### src/include/sid_pkg.sv
// package: constants, register map and carriers of the sewing input dispatch block
package sid_pkg;

  localparam int unsigned SID_ADDR_W   = 8;
  localparam int unsigned SID_DATA_W   = 32;
  localparam int unsigned SID_CNT_W    = 16;
  localparam int unsigned SID_GPIO_W   = 16;

  // register byte offsets
  localparam logic [7:0] SID_REG_CTRL   = 8'h00;
  localparam logic [7:0] SID_REG_JOG    = 8'h04;
  localparam logic [7:0] SID_REG_STATUS = 8'h08;
  localparam logic [7:0] SID_REG_UPCNT  = 8'h0c;
  localparam logic [7:0] SID_REG_DNCNT  = 8'h10;
  localparam logic [7:0] SID_REG_GPIN   = 8'h14;
  localparam logic [7:0] SID_REG_CODE   = 8'h18;

  // ctrl: operating mode field
  localparam int unsigned SID_MODE_LSB  = 0;
  localparam logic [1:0]  SID_MODE_NORMAL = 2'h0;
  localparam logic [1:0]  SID_CTRL_RESET  = 2'h0;
  // jog: write-one command bits
  localparam int unsigned SID_JOG_FWD_BIT = 0;
  localparam int unsigned SID_JOG_BWD_BIT = 1;

  // displayed codes
  localparam logic [15:0] SID_FAULT_CODE = 16'h3108;
  localparam logic [15:0] SID_MSG_CODE   = 16'h0020;

  localparam logic [1:0] SID_RESP_OKAY   = 2'h0;
  localparam logic [1:0] SID_RESP_SLVERR = 2'h2;

  localparam logic [1:0] SID_FA_LAST_PHASE = 2'h2;

  typedef enum logic [0:0] {
    SID_FA_IDLE,
    SID_FA_PARKED
  } sid_fa_state_t;

  // external input lines, all active high
  typedef struct packed {
    logic                  pressure_low_in;
    logic                  global_inhibit_in;
    logic                  start_in;
    logic                  home_return_in;
    logic                  presser_foot_toggle_in;
    logic                  jog_forward_in;
    logic                  jog_backward_in;
    logic                  jog_inhibit_in;
    logic                  halt_in;
    logic                  fixed_angle_step_in;
    logic                  counters_clear_in;
    logic                  start_inhibit_in;
    logic                  up_count_clear_in;
    logic                  down_count_clear_in;
    logic                  up_count_increment_in;
    logic                  up_count_decrement_in;
    logic                  down_count_increment_in;
    logic                  down_count_decrement_in;
    logic                  menu_key_lock_in;
    logic                  menu_key_press_in;
    logic                  clamp_on_in;
    logic                  machine_running_in;
    logic                  nonstitch_next_in;
    logic                  needle_up_in;
    logic [SID_GPIO_W-1:0] general_input_n;
  } sid_pins_t;

  // commands toward the machine
  typedef struct packed {
    logic                  sew_start;
    logic                  home_return;
    logic                  foot_down;
    logic                  jog_fwd_step;
    logic                  jog_bwd_step;
    logic                  table_jog_fwd;
    logic                  table_jog_bwd;
    logic                  machine_halt;
    logic                  needle_park;
    logic                  needle_fwd;
    logic                  needle_rev;
    logic                  menu_key_accept;
    logic                  msg_active;
    logic                  fault_active;
    logic [SID_GPIO_W-1:0] general_output_n;
  } sid_cmd_t;

endpackage

### src/verilog/sid_dispatch.sv
// sewing input dispatch: pin decode, counters, fixed-angle cycle and AXI4-Lite registers
//
// The register offsets and the AXI4-Lite register port were left to the implementer.
`timescale 1ns/1ps

module sid_dispatch
  import sid_pkg::*;
(
  input  wire logic                  aclk,
  input  wire logic                  aresetn,
  input  wire sid_pins_t             pins,
  output sid_cmd_t                   cmd,
  input  wire logic [SID_ADDR_W-1:0] s_axi_awaddr,
  input  wire logic                  s_axi_awvalid,
  output logic                       s_axi_awready,
  input  wire logic [SID_DATA_W-1:0] s_axi_wdata,
  input  wire logic [3:0]            s_axi_wstrb,
  input  wire logic                  s_axi_wvalid,
  output logic                       s_axi_wready,
  output logic [1:0]                 s_axi_bresp,
  output logic                       s_axi_bvalid,
  input  wire logic                  s_axi_bready,
  input  wire logic [SID_ADDR_W-1:0] s_axi_araddr,
  input  wire logic                  s_axi_arvalid,
  output logic                       s_axi_arready,
  output logic [SID_DATA_W-1:0]      s_axi_rdata,
  output logic [1:0]                 s_axi_rresp,
  output logic                       s_axi_rvalid,
  input  wire logic                  s_axi_rready
);

  localparam int unsigned PW = $bits(sid_pins_t);

  logic [PW-1:0]         meta_r;
  logic [PW-1:0]         sync_r;
  logic [PW-1:0]         prev_r;
  sid_pins_t             lvl;
  sid_pins_t             rise;
  logic                  fault_r;
  logic                  op_ok;
  logic [1:0]            mode_r;
  logic [SID_CNT_W-1:0]  up_cnt_r;
  logic [SID_CNT_W-1:0]  dn_cnt_r;
  sid_fa_state_t         fa_state_r;
  logic [1:0]            fa_phase_r;
  logic                  msg_r;
  logic                  foot_down_r;
  logic                  start_req;
  logic                  start_blocked;
  logic                  sw_jog_ok;
  logic                  wr_jog_fwd;
  logic                  wr_jog_bwd;

  // axi state
  logic                  aw_ok_r;
  logic                  w_ok_r;
  logic [SID_ADDR_W-1:0] wr_addr_r;
  logic [SID_DATA_W-1:0] wr_data_r;
  logic [3:0]            wr_strb_r;
  logic                  wr_fire;
  logic                  wr_mapped;
  logic                  rd_mapped;
  logic [SID_DATA_W-1:0] rd_data;

  // two-stage synchroniser per input line
  genvar gi;
  generate
    for (gi = 0; gi < PW; gi++)
    begin : g_sync
      always_ff @(posedge aclk)
      begin
        if (!aresetn)
        begin
          meta_r[gi] <= 1'b0;
          sync_r[gi] <= 1'b0;
          prev_r[gi] <= 1'b0;
        end
        else
        begin
          meta_r[gi] <= pins[gi];
          sync_r[gi] <= meta_r[gi];
          prev_r[gi] <= sync_r[gi];
        end
      end
    end
  endgenerate

  assign lvl  = sid_pins_t'(sync_r);
  assign rise = sid_pins_t'(sync_r & ~prev_r);

  // fault latch; only a reset (power cycle) releases it
  always_ff @(posedge aclk)
  begin
    if (!aresetn)
      fault_r <= 1'b0;
    else if (lvl.pressure_low_in)
      fault_r <= 1'b1;
  end

  // the pressure level itself also blocks, so the cycle it rises already does nothing
  assign op_ok = !fault_r && !lvl.pressure_low_in && !lvl.global_inhibit_in;

  assign start_blocked = !lvl.clamp_on_in || lvl.start_inhibit_in || lvl.machine_running_in;
  assign start_req     = rise.start_in && op_ok && !start_blocked;

  // up counter: any clear beats counting, opposite steps in one cycle cancel
  always_ff @(posedge aclk)
  begin
    if (!aresetn)
      up_cnt_r <= '0;
    else if (op_ok)
    begin
      if (rise.counters_clear_in || rise.up_count_clear_in)
        up_cnt_r <= '0;
      else if (rise.up_count_increment_in && !rise.up_count_decrement_in)
        up_cnt_r <= up_cnt_r + SID_CNT_W'(1);
      else if (rise.up_count_decrement_in && !rise.up_count_increment_in)
        up_cnt_r <= up_cnt_r - SID_CNT_W'(1);
    end
  end

  always_ff @(posedge aclk)
  begin
    if (!aresetn)
      dn_cnt_r <= '0;
    else if (op_ok)
    begin
      if (rise.counters_clear_in || rise.down_count_clear_in)
        dn_cnt_r <= '0;
      else if (rise.down_count_increment_in && !rise.down_count_decrement_in)
        dn_cnt_r <= dn_cnt_r + SID_CNT_W'(1);
      else if (rise.down_count_decrement_in && !rise.down_count_increment_in)
        dn_cnt_r <= dn_cnt_r - SID_CNT_W'(1);
    end
  end

  // presser foot toggles; reset counts as lowered so that the first press brings it home
  always_ff @(posedge aclk)
  begin
    if (!aresetn)
      foot_down_r <= 1'b1;
    else if (op_ok && rise.presser_foot_toggle_in)
      foot_down_r <= !foot_down_r;
  end

  // fixed-angle park and rotation cycle
  always_ff @(posedge aclk)
  begin
    if (!aresetn)
    begin
      fa_state_r <= SID_FA_IDLE;
      fa_phase_r <= '0;
    end
    else if (!op_ok)
    begin
      fa_state_r <= fa_state_r;
      fa_phase_r <= fa_phase_r;
    end
    else
    begin
      unique case (fa_state_r)
        SID_FA_IDLE:
        begin
          fa_phase_r <= '0;
          if (rise.fixed_angle_step_in)
            fa_state_r <= SID_FA_PARKED;
        end
        SID_FA_PARKED:
        begin
          if (start_req && !(lvl.nonstitch_next_in && !lvl.needle_up_in))
            fa_state_r <= SID_FA_IDLE;
          else if (rise.fixed_angle_step_in)
            fa_phase_r <= (fa_phase_r == SID_FA_LAST_PHASE) ? 2'h0 : fa_phase_r + 2'h1;
        end
      endcase
    end
  end

  // message stays up until a start with the needle raised is accepted
  always_ff @(posedge aclk)
  begin
    if (!aresetn)
      msg_r <= 1'b0;
    else if (start_req && fa_state_r == SID_FA_PARKED)
      msg_r <= lvl.nonstitch_next_in && !lvl.needle_up_in;
  end

  // screen jog obeys the inhibit only in the normal mode
  assign sw_jog_ok = op_ok && (!lvl.jog_inhibit_in || mode_r != SID_MODE_NORMAL);

  // command register: all outputs come straight from here
  always_ff @(posedge aclk)
  begin
    if (!aresetn)
      cmd <= '0;
    else
    begin
      cmd.general_output_n <= fault_r ? '0 : (op_ok ? lvl.general_input_n : cmd.general_output_n);
      cmd.fault_active     <= fault_r;
      cmd.machine_halt     <= fault_r || lvl.pressure_low_in || lvl.global_inhibit_in
                              || lvl.halt_in;
      cmd.foot_down        <= foot_down_r;
      cmd.msg_active       <= msg_r;
      cmd.needle_park      <= fa_state_r == SID_FA_PARKED;
      cmd.sew_start        <= start_req && !(fa_state_r == SID_FA_PARKED
                              && lvl.nonstitch_next_in && !lvl.needle_up_in);
      cmd.home_return      <= op_ok && rise.home_return_in && !lvl.machine_running_in;
      cmd.jog_fwd_step     <= op_ok && rise.jog_forward_in;
      cmd.jog_bwd_step     <= op_ok && rise.jog_backward_in;
      cmd.table_jog_fwd    <= sw_jog_ok && wr_jog_fwd;
      cmd.table_jog_bwd    <= sw_jog_ok && wr_jog_bwd;
      cmd.needle_fwd       <= op_ok && rise.fixed_angle_step_in && fa_state_r == SID_FA_PARKED
                              && fa_phase_r != 2'h1;
      cmd.needle_rev       <= op_ok && rise.fixed_angle_step_in && fa_state_r == SID_FA_PARKED
                              && fa_phase_r == 2'h1;
      cmd.menu_key_accept  <= op_ok && rise.menu_key_press_in && !lvl.menu_key_lock_in;
    end
  end

  // axi write channel: address and data taken in either order
  assign wr_fire    = aw_ok_r && w_ok_r && !s_axi_bvalid;
  assign wr_mapped  = wr_addr_r == SID_REG_CTRL || wr_addr_r == SID_REG_JOG;
  assign wr_jog_fwd = wr_fire && wr_addr_r == SID_REG_JOG && wr_strb_r[0] && wr_data_r[SID_JOG_FWD_BIT];
  assign wr_jog_bwd = wr_fire && wr_addr_r == SID_REG_JOG && wr_strb_r[0] && wr_data_r[SID_JOG_BWD_BIT];

  always_ff @(posedge aclk)
  begin
    if (!aresetn)
    begin
      aw_ok_r       <= 1'b0;
      wr_addr_r     <= '0;
      s_axi_awready <= 1'b0;
    end
    else if (s_axi_awvalid && s_axi_awready)
    begin
      aw_ok_r       <= 1'b1;
      wr_addr_r     <= s_axi_awaddr;
      s_axi_awready <= 1'b0;
    end
    else if (wr_fire)
      aw_ok_r <= 1'b0;
    else if (!aw_ok_r && !s_axi_bvalid)
      s_axi_awready <= 1'b1;
  end

  always_ff @(posedge aclk)
  begin
    if (!aresetn)
    begin
      w_ok_r       <= 1'b0;
      wr_data_r    <= '0;
      wr_strb_r    <= '0;
      s_axi_wready <= 1'b0;
    end
    else if (s_axi_wvalid && s_axi_wready)
    begin
      w_ok_r       <= 1'b1;
      wr_data_r    <= s_axi_wdata;
      wr_strb_r    <= s_axi_wstrb;
      s_axi_wready <= 1'b0;
    end
    else if (wr_fire)
      w_ok_r <= 1'b0;
    else if (!w_ok_r && !s_axi_bvalid)
      s_axi_wready <= 1'b1;
  end

  always_ff @(posedge aclk)
  begin
    if (!aresetn)
    begin
      s_axi_bvalid <= 1'b0;
      s_axi_bresp  <= SID_RESP_OKAY;
    end
    else if (wr_fire)
    begin
      s_axi_bvalid <= 1'b1;
      s_axi_bresp  <= wr_mapped ? SID_RESP_OKAY : SID_RESP_SLVERR;
    end
    else if (s_axi_bready)
      s_axi_bvalid <= 1'b0;
  end

  always_ff @(posedge aclk)
  begin
    if (!aresetn)
      mode_r <= SID_CTRL_RESET;
    else if (wr_fire && wr_addr_r == SID_REG_CTRL && wr_strb_r[0])
      mode_r <= wr_data_r[SID_MODE_LSB +: 2];
  end

  // read mux; unmapped reads return zero with an error
  always_comb
  begin
    rd_data   = '0;
    rd_mapped = 1'b1;
    unique case (s_axi_araddr)
      SID_REG_CTRL:   rd_data[SID_MODE_LSB +: 2] = mode_r;
      SID_REG_JOG:    rd_data = '0;
      SID_REG_STATUS: rd_data[7:0] = {fa_phase_r, fa_state_r == SID_FA_PARKED, msg_r, foot_down_r,
                                      lvl.jog_inhibit_in, lvl.global_inhibit_in, fault_r};
      SID_REG_UPCNT:  rd_data[SID_CNT_W-1:0] = up_cnt_r;
      SID_REG_DNCNT:  rd_data[SID_CNT_W-1:0] = dn_cnt_r;
      SID_REG_GPIN:   rd_data[SID_GPIO_W-1:0] = lvl.general_input_n;
      SID_REG_CODE:   rd_data = {fault_r ? SID_FAULT_CODE : 16'h0000, msg_r ? SID_MSG_CODE : 16'h0000};
      default:        rd_mapped = 1'b0;
    endcase
  end

  always_ff @(posedge aclk)
  begin
    if (!aresetn)
    begin
      s_axi_arready <= 1'b0;
      s_axi_rvalid  <= 1'b0;
      s_axi_rdata   <= '0;
      s_axi_rresp   <= SID_RESP_OKAY;
    end
    else if (s_axi_arvalid && s_axi_arready)
    begin
      s_axi_arready <= 1'b0;
      s_axi_rvalid  <= 1'b1;
      s_axi_rdata   <= rd_data;
      s_axi_rresp   <= rd_mapped ? SID_RESP_OKAY : SID_RESP_SLVERR;
    end
    else if (s_axi_rvalid && s_axi_rready)
    begin
      s_axi_rvalid  <= 1'b0;
      s_axi_arready <= 1'b1;
    end
    else if (!s_axi_rvalid)
      s_axi_arready <= 1'b1;
  end

endmodule

### config.mk
export PLATFORM = sky130hd
export DESIGN_NAME = sid_dispatch
export DESIGN_NICKNAME = d
export VERILOG_FILES = /design/src/include/sid_pkg.sv /design/src/verilog/sid_dispatch.sv
export SDC_FILE = /design/constraint.sdc
export NUM_CORES = 1
export LEC_CHECK = 0
export ABC_AREA = 1
export ABC_CLOCK_PERIOD_IN_PS = 3400
export BUFFER_PORTS_ARGS = -buffer_cell sky130_fd_sc_hd__buf_4
export CORE_UTILIZATION = 40
export CTS_BUF_LIST = sky130_fd_sc_hd__clkbuf_8 sky130_fd_sc_hd__clkbuf_16
export DETAILED_ROUTE_END_ITERATION = 8
export PLACE_DENSITY = 0.64
export SLEW_MARGIN = 20
export SYNTH_ARGS = -nofsm -noshare
export SYNTH_HDL_FRONTEND = slang
export SYNTH_SLANG_ARGS = --single-unit
### constraint.sdc
create_clock -name aclk -period 3.4 [get_ports aclk]
set_input_delay 0.17 -clock aclk [delete_from_list [all_inputs] [get_ports aclk]]
set_output_delay 0.17 -clock aclk [all_outputs]
set_load 0.03 [all_outputs]
==> results of run 1 <==
-- cells in the mapped netlist, types with 9 or more instances --
| library cell | number | area, µm² |
|---|---|---|
| nand3_1 | 61 | 305 |
| buf_2 | 9 | 45.0 |
| nor3_1 | 10 | 50.1 |
| clkbuf_1 | 16 | 60.1 |
| nand2_1 | 414 | 1550 |
| a21oi_1 | 70 | 350 |
| inv_1 | 216 | 811 |
| ha_1 | 34 | 425 |
| dfxtp_1 | 201 | 4020 |
| o21ai_0 | 44 | 220 |
| buf_4 | 21 | 158 |
| nor2_1 | 93 | 349 |
| nand3b_1 | 9 | 67.6 |
-- worst min-delay path by stage --
| stage | endpoint | slack [ns] | cells after the start |
|---|---|---|---|
| final | lvl[33] | 0.06 | 3 |
| after detailed placement | meta_r[15] | 0.36 | 3 |
| after global routing | lvl[33] | 0.07 | 3 |
| after global placement | meta_r[36] | 0.35 | 3 |
| after CTS | lvl[33] | 0.05 | 3 |
| after floorplan | meta_r[0] | 0.27 | 2 |
-- routing by layer --
| layer | vias up | wire, µm | GRT usage (%) |
|---|---|---|---|
| met1 | 3448 | 10600 | 26.7 |
| met4 | 0 | 495 | 5.49 |
| met5 | - | 0 | 0 |
| li1 | 4218 | - | - |
| met3 | 28 | 1150 | 2.99 |
| met2 | 180 | 9620 | 31.4 |
-- what timing repair did --
item,CTS,global route
hold buffers,53,0
endpoints found under the hold margin,54,0
setup endpoints to repair,0,0
-- metrics by stage --
stage	setup WS, ns	instance area [µm²]	std cells
detailed placement	0.863	10100	1649
finish	0.873	11400	1742
CTS	0.852	11400	1742
floorplan	1.15	9060	1290
global route	0.620	11400	1742
global placement	0.932	10100	1649
-- cell families (layout without fill, tap and decap cells) --
| family | Yosys count | count (layout) | share of synthesized area [%] |
|---|---|---|---|
| and+or+nand+nor | 627 | 627 | 29.1 |
| adders and majority gates | 36 | 36 | 5.17 |
| buffers and inverters | 274 | 446 | 12.8 |
| other | 1 | 14 | 0.0416 |
| AOI/OAI and AO/OA | 134 | 134 | 7.91 |
| DFF | 201 | 201 | 44.7 |
| xor gates and xnor gates | 4 | 4 | 0.389 |
-- report_power, final --
group          total, µW  switching, µW  internal (µW)
Combinational       1030            634            391
Sequential          2550           73.5           2470
Clock               2470            942           1530
Total               6050           1650           4400
-- state kept, by name (all words and copies together), names as in the netlist, 8 cells and up --
register	count
up_cnt_r	16
prev_r	14
s_axi_rdata	17
lvl	40
meta_r	40
cmd	30
dn_cnt_r	16
wr_addr_r	8
-- final cells by class --
type	instances	area (µm²)	share of cell area, %
multi-input cells	815	3890	34.2
well taps	280	350	3.08
clock inverters	16	191	1.68
clock buffers	24	578	5.08
repair buffers	182	1500	13.2
inverters	224	842	7.41
flip-flops and latches	201	4020	35.4
-- worst register-to-register path: stages (launching register included) --
cell and delay, ns:
dfxtp_1 0.31, inv_1 0.04, nand2_1 0.05, nand3_1 0.49
ha_1 0.58, or2_2 0.35, nand3_1 0.09, nand2_1 0.13
nand2_1 0.12, nand2_1 0.06, nand2_1 0.05, nand3_1 0.06
a21oi_1 0.12
==> results_dict.tcl, run 1 <==
set metrics [dict create \
    first_pass_iters 9 \
    rows 54 \
    core_mm2 0.0220 \
    setup_tns_ns 0 \
    yosysWarningCount 0 \
    p_total_uw 6050 \
    worstSetupPathType "reg -> reg" \
    grt_pass1_vias 7425 \
    ant_nets 0 \
    outcome "finished with violations" \
    start_kind "flip-flop" \
    ctsRootBufferMaster "clkbuf_16" \
    drt_wl_total_um 21800 \
    initial_core_util_pct 41.0 \
    cts_buffers 22 \
    avgSynthCellArea_um2 7.06 \
    dp_hpwl_um 16000 \
    clockBufferDepth 3 \
    drt_iter0_drc 377 \
    cpMaxStageDelayCell "ha_1" \
    die_h_um 152 \
    clk_pin_slew_worst_paths_ns 0.06 \
    grt_first_pass_wirelength_um 36500 \
    vdd_drop_max_mv 0.385 \
    cts.repair.resized 0 \
    fmaxAchievable_ghz 0.396 \
    area_growth_pct 26.2 \
    final_core_util_pct 51.8 \
    relSlewSlack_pct 39.9 \
    worst_path_most_repeated_cell "nand2_1" \
    critPathMaxStageDelay_ns 0.57 \
    cts_tree "yes" \
    final_common_cell "nand2_1" \
    power.density_mw_per_mm2 532 \
    h-tree-depth 1 \
    reg2reg_to "dn_cnt_r[15]" \
    cts_setup_buffers 0 \
    fin_crit_ns 2.53 \
    hold_start "aresetn" \
    ff2ff_setup_slack_ns 0.87 \
    seq_area_frac_synth_pct 44.7 \
    synth_cell_type_count 40 \
    ys_ff_latch 201 \
    synth_ff_type "dfxtp_1" \
    worstPathRequired_ns 3.83 \
    layout_common_cells "414 x nand2_1, 220 x inv_1, 201 x dfxtp_1" \
    clock_latency_ns 0.51 \
    drc 4 \
    clock-sinks 201 \
    drv_cap 0 \
    gp_congestion 0.950 \
    async_reset_ff_share_pct 0 \
    violations "design-rule violations" \
    fillers 2161 \
    timing.rr.start "prev_r[22]" \
    io_pins 170 \
    grt_setup_unrepaired "false" \
    slew_violations 0 \
    whs_ns 0.0583 \
    final_nets 1581 \
    numPortBuffers 122 \
    final.setup_skew_ns 0.0198 \
    synthCells 1277 \
    drive_gt1_share_pct 13.9 \
    die_w_um 152 \
    synth_area_mm2 0.00901 \
    reg2regPathDepth 12 \
    gr-total-overflow 0 \
    worstPathMaxFanout 14 \
    cp-startpoint "prev_r[22]" \
    crit_end "dn_cnt_r[15]" \
    finalSetupViolCount 0 \
    grt_max_degree 89 \
    via_per_inst 4.52 \
    end_kind "flip-flop" \
    fin_crit_sh_pct 74.3 \
    critical-path-top-delay-family "simple AND/OR/NAND/NOR gates" \
    antenna_found_initial 0 \
    crit_chain "inv_1, nand2_1, nand3_1, ha_1, or2_2, nand3_1, nand2_1, nand2_1, nand2_1, nand2_1, nand3_1, a21oi_1" \
    tightestPinTransition_ns 0.902 \
    crit_arrival_ns 2.95 \
    post_drt_wl_per_cell_um 12.5 \
    num_vias 7874 \
    critical_path_buf_inv_count 1 \
    diodes 0 \
    synth_edf_count 0 \
    leakagePower_uw 0.00604 \
    dieArea_mm2 0.0231 \
    finalHoldViolCount 0 \
    track_usage_pct 19.4 \
    crit_cells 12 \
    hold_class "in -> reg" \
]
No activity file was read; power rests on OpenSTA's default activity.
==> inputs of run 2 (changes only) <==
ABC_CLOCK_PERIOD_IN_PS = 2350   (was 3400)
clock period = 2.35 ns   (was 3.4 ns; I/O delays follow)
==> run 2 against run 1 <==
  * The flow still finishes with violations (design-rule violations)
  * Utilization grew 0.26 points
  * Sequential share of layout area shrank 0.18 points
  * Sequential cell count is the same
  * Routed wire length grew 0.64%
  * Register-to-register slack lost 0.54 ns
  * Fmax grew 25%
  * Clock-buffer cell count grew 4
  * Clock power grew 34%
  * Critical path depth grew 2
  * Clock skew shrank 0.011 ns
  * Critical path type unchanged
==> results_dict.tcl, run 2 (synthesized netlist as in run 1, its figures left out) <==
set metrics [dict create \
    outcome "finished with violations" \
    violations "design-rule violations" \
    relSlewSlack_pct 58.3 \
    hold_class "in -> reg" \
    rows 54 \
    setup_tns_ns 0 \
    die_h_um 152 \
    power.density_mw_per_mm2 743 \
    die_w_um 152 \
    cts_buffers 22 \
    clock-sinks 201 \
    grt_first_pass_wirelength_um 36100 \
    initial_core_util_pct 41.0 \
    fin_crit_ns 2.02 \
    start_kind "flip-flop" \
    antenna_found_initial 0 \
    io_pins 170 \
    dp_hpwl_um 15800 \
    final.setup_skew_ns 0.00843 \
    drv_cap 0 \
    layout_common_cells "414 x nand2_1, 221 x inv_1, 201 x dfxtp_1" \
    drt_iter0_drc 497 \
    finalHoldViolCount 0 \
    clk_pin_slew_worst_paths_ns 0.06 \
    num_vias 7941 \
    post_drt_wl_per_cell_um 12.5 \
    first_pass_iters 7 \
    timing.rr.start "prev_r[24]" \
    clockBufferDepth 3 \
    final_nets 1590 \
    track_usage_pct 19.1 \
    finalSetupViolCount 0 \
    core_mm2 0.0220 \
    fmaxAchievable_ghz 0.496 \
    leakagePower_uw 0.00607 \
    cp-startpoint "prev_r[24]" \
    hold_start "s_axi_arvalid" \
    drc 4 \
    via_per_inst 4.54 \
    ant_nets 0 \
    end_kind "flip-flop" \
    fin_crit_sh_pct 85.8 \
    vdd_drop_max_mv 0.463 \
    ctsRootBufferMaster "clkbuf_16" \
    gr-total-overflow 0 \
    slew_violations 0 \
    final_common_cell "nand2_1" \
    crit_arrival_ns 2.45 \
    drive_gt1_share_pct 14.2 \
    dp_slack_ns 0.246 \
    h-tree-depth 1 \
    clock_latency_ns 0.50 \
    dieArea_mm2 0.0231 \
    worstPathRequired_ns 2.78 \
    drt_wl_total_um 22000 \
    setup_slack_ns 0.333 \
    worstPathMaxFanout 13 \
    cts_tree "yes" \
    grt_setup_unrepaired "false" \
    gp_congestion 0.894 \
    grt_pass1_vias 7396 \
    grt_max_degree 102 \
    worstSetupPathType "reg -> reg" \
    area_growth_pct 26.8 \
    tightestPinTransition_ns 0.624 \
    numPortBuffers 122 \
    diodes 0 \
    fillers 2130 \
]
-- run 2: cell count changes in the layout (fill, tap and decap cells not counted) --
cell | before | now
buf_6 | 0 | 1
dlygate4sd3_1 | 53 | 57
inv_1 | 220 | 221
buf_12 | 0 | 2
nand3_2 | 2 | 4
clkbuf_8 | 2 | 5
clkinv_2 | 6 | 4
bufinv_16 | 4 | 0
clkinv_4 | 0 | 2
nand3_1 | 61 | 59
clkinv_8 | 1 | 0
buf_4 | 129 | 131
clkbuf_16 | 22 | 23
-- run 2: cell type report --
cell class	count	area, µm²	share of cell area, %
clock inverters	12	66.3	0.580
clock buffers	28	644	5.64
multi-input cells	815	3900	34.1
flip-flops and latches	201	4020	35.2
well taps	280	350	3.07
inverters	224	842	7.37
repair buffers	191	1610	14.0
-- run 2: layer usage --
layer	up-vias	track usage, %	routed length [µm]
met1	3495	26.1	10500
met3	34	2.77	1180
li1	4229	-	-
met5	-	0	0
met4	0	5.44	459
met2	183	31.4	9800
-- run 2: power breakdown --
part	total (µW)	switching, µW	internal, µW
sequential	3690	106	3580
clock	3300	1360	1940
combinational	1510	923	583
total	8490	2390	6100
-- run 2: through the flow --
| stage | total power, µW | instances | hold slack [ns] | utilization [%] | instance area (µm²) |
|---|---|---|---|---|---|
| finish | 8490 | 1751 | 0.0346 | 52.0 | 11400 |
| global placement | 5150 | 1654 | 0.300 | 46.1 | 10100 |
| detailed placement | 5170 | 1654 | 0.302 | 46.1 | 10100 |
| floorplan | 4790 | 1290 | 0.215 | - | 9060 |
| CTS | 8570 | 1751 | 0.0234 | 52.0 | 11400 |
| global route | 8940 | 1751 | 0.0418 | 52.0 | 11400 |
-- run 2: worst max-delay path, stage by stage, from the launching register on --
cell,delay (ns)
dfxtp_1,0.30
inv_1,0.04
nand2_1,0.06
nand3_2,0.14
buf_6,0.21
ha_1,0.35
nand2_1,0.18
inv_1,0.06
nand2_1,0.06
nand2_1,0.04
a21oi_1,0.17
nand2_1,0.08
nand2_1,0.06
nand3_1,0.06
a21oi_1,0.13
-- run 2: final timing paths --
| path | depth (start not counted) | to | slack (ns) |
|---|---|---|---|
| min | 3 | s_axi_rvalid | 0.03 |
| max | 14 | up_cnt_r[13] | 0.33 |
| min reg2reg | 1 | cmd[25] | 0.39 |
| max reg2reg | 14 | up_cnt_r[13] | 0.33 |
-- run 2: repair_timing --
item / 4_1_cts / 5_1_grt
resized for setup: 0 / 3
setup buffers: 0 / 0
endpoints found under the setup margin: 0 / 3
endpoints found under the hold margin: 58 / 0
hold buffers: 57 / 0
==> inputs of run 3 (changes only) <==
REMOVE_ABC_BUFFERS = 1   (was unset)
==> run 3 against run 2 <==
  * The run still ends with design-rule violations left
  * Clock power increased by 6.1%
  * Cell count down 0.29%
  * First-iteration DRC count decreased by 31%
  * Largest cell class unchanged
==> results_dict.tcl, run 3 (synthesized netlist as in run 1, its figures left out) <==
set metrics [dict create \
    final_common_cell "nand2_1" \
    gr-total-overflow 0 \
    drt_wl_total_um 21800 \
    drt_iter0_drc 341 \
    diodes 0 \
    clock-sinks 201 \
    clockBufferDepth 3 \
    dieArea_mm2 0.0231 \
    outcome "finished with violations" \
    violations "design-rule violations" \
    core_mm2 0.0220 \
    worst_path_most_repeated_cell "nand2_1" \
    switchingPower_uw 2430 \
    cts_setup_buffers 0 \
    p_total_uw 8680 \
    fin_crit_ns 2.10 \
    whs_ns 0.0268 \
    grt_setup_unrepaired "false" \
    first_pass_iters 7 \
    clk_pin_slew_worst_paths_ns 0.07 \
    antenna_found_initial 0 \
    critical_path_buf_inv_count 2 \
    worstPathMaxFanout 18 \
    ant_nets 0 \
    clock_latency_ns 0.52 \
    seq_power_share_pct 42.4 \
    initial_core_util_pct 41.0 \
    drv_cap 0 \
    hold_class "in -> reg" \
    cts_buffers 22 \
    critPathMaxStageDelay_ns 0.35 \
    layout_common_cells "414 x nand2_1, 216 x inv_1, 201 x dfxtp_1" \
    p_int_uw 6250 \
    ff2ff_setup_slack_ns 0.25 \
    rows 54 \
    die_w_um 152 \
    fmaxAchievable_ghz 0.476 \
    dp_hpwl_um 15300 \
    worstPathRequired_ns 2.74 \
    vdd_drop_max_mv 0.446 \
    numPortBuffers 122 \
    post_drt_wl_per_cell_um 12.5 \
    grt_pass1_vias 7408 \
    fin_crit_sh_pct 89.4 \
    die_h_um 152 \
    gp_congestion 0.890 \
    cts_tree "yes" \
    finalHoldViolCount 0 \
    via_per_inst 4.54 \
    crit_arrival_ns 2.49 \
    finalSetupViolCount 0 \
    final.setup_skew_ns 0.0100 \
    setup_tns_ns 0 \
    worstSetupPathType "reg -> reg" \
    cpMaxStageDelayCell "ha_1" \
    critical-path-top-delay-family "simple AND/OR/NAND/NOR gates" \
    start_kind "flip-flop" \
    num_vias 7928 \
    comb_power_share_pct 17.3 \
    io_pins 170 \
    power.density_mw_per_mm2 757 \
    relSlewSlack_pct 54.0 \
    pwr-share-clk_pct 40.3 \
    grt_first_pass_wirelength_um 36000 \
    h-tree-depth 1 \
    grt_max_degree 126 \
    crit_chain "inv_1, nand2_1, nand3_1, buf_12, ha_1, nand2_1, nor2_1, nand2_1, nand3_1, nand2_1, nand2_1, nand2_1, nand3_1, a21oi_1" \
    leakagePower_uw 0.00607 \
    ctsRootBufferMaster "clkbuf_16" \
    drc 6 \
    drive_gt1_share_pct 14.3 \
    end_kind "flip-flop" \
    dp_slack_ns 0.227 \
    area_growth_pct 27.1 \
    setup_slack_ns 0.250 \
    switching_share_pct 28.0 \
    track_usage_pct 19.1 \
    final_nets 1587 \
    slew_violations 0 \
    tightestPinTransition_ns 0.690 \
]
-- run 3: cell types whose count changed in the layout (fill, tap and decap cells not counted) --
| cell | previous run | this run |
|---|---|---|
| buf_12 | 2 | 3 |
| dlygate4sd3_1 | 57 | 55 |
| bufinv_16 | 0 | 1 |
| clkbuf_16 | 23 | 22 |
| buf_6 | 1 | 0 |
| clkbuf_8 | 5 | 8 |
| buf_4 | 131 | 130 |
| nand3_1 | 59 | 60 |
| inv_1 | 221 | 216 |
| clkinv_16 | 0 | 1 |
| clkinvlp_4 | 2 | 1 |
| nand3_2 | 4 | 3 |
-- run 3: through the flow --
step                      cell area [µm²]  utilization (%)  cells
after CTS                           11400             52.1   1746
final                               11500             52.2   1746
after floorplan                      8750                -   1240
after global placement              10100             46.2   1653
after detailed placement            10100             46.2   1653
after global routing                11500             52.2   1746
-- run 3: worst reg2reg max path, stage by stage (launching register included) --
cell,delay (ns)
dfxtp_1,0.30
inv_1,0.04
nand2_1,0.05
nand3_1,0.19
buf_12,0.24
ha_1,0.35
nand2_1,0.11
nor2_1,0.11
nand2_1,0.06
nand3_1,0.15
nand2_1,0.12
nand2_1,0.08
nand2_1,0.05
nand3_1,0.06
a21oi_1,0.06
-- run 3: cell type report --
cell class                 count  area, µm²
inverter                     224        842
multi-input combinational    815       3890
clock buffer                  30        661
timing repair buffer         188       1590
sequential                   201       4020
clock inverter                 8        100
fill                        2085      10500
tap                          280        350
-- run 3: routing by layer --
layer  part of all wire (%)  track usage, %  vias up  wire, µm
li1                       -               -     4226         -
met1                     45            23.8     3485      9800
met2                     47            33.6      180     10400
met3                    5.0            3.42       37      1100
met4                    2.6            5.44        0       559
met5                      0               0        -         0
-- run 3: power groups by stage --
stage	combinational [µW]	clock [µW]	sequential [µW]
3_5_place_dp	1420	0	3750
4_1_cts	1500	3580	3680
2_1_floorplan	923	0	3800
5_1_grt	1710	3720	3700
3_3_place_gp	1400	0	3750
6_report	1500	3500	3680
-- run 3: repair_timing --
action,CTS,global route
gates resized for setup,0,1
endpoints found under the setup margin,0,2
hold buffers,55,0
hold endpoints to repair,56,0
-- run 3: worst paths after layout --
check	startpoint	end	cells after the start
worst max-delay path	prev_r[24]	up_cnt_r[14]	14
worst min register to register	prev_r[36]	cmd[28]	1
worst max register to register	prev_r[24]	up_cnt_r[14]	14
worst min-delay path	s_axi_araddr[2]	s_axi_rdata[28]	4
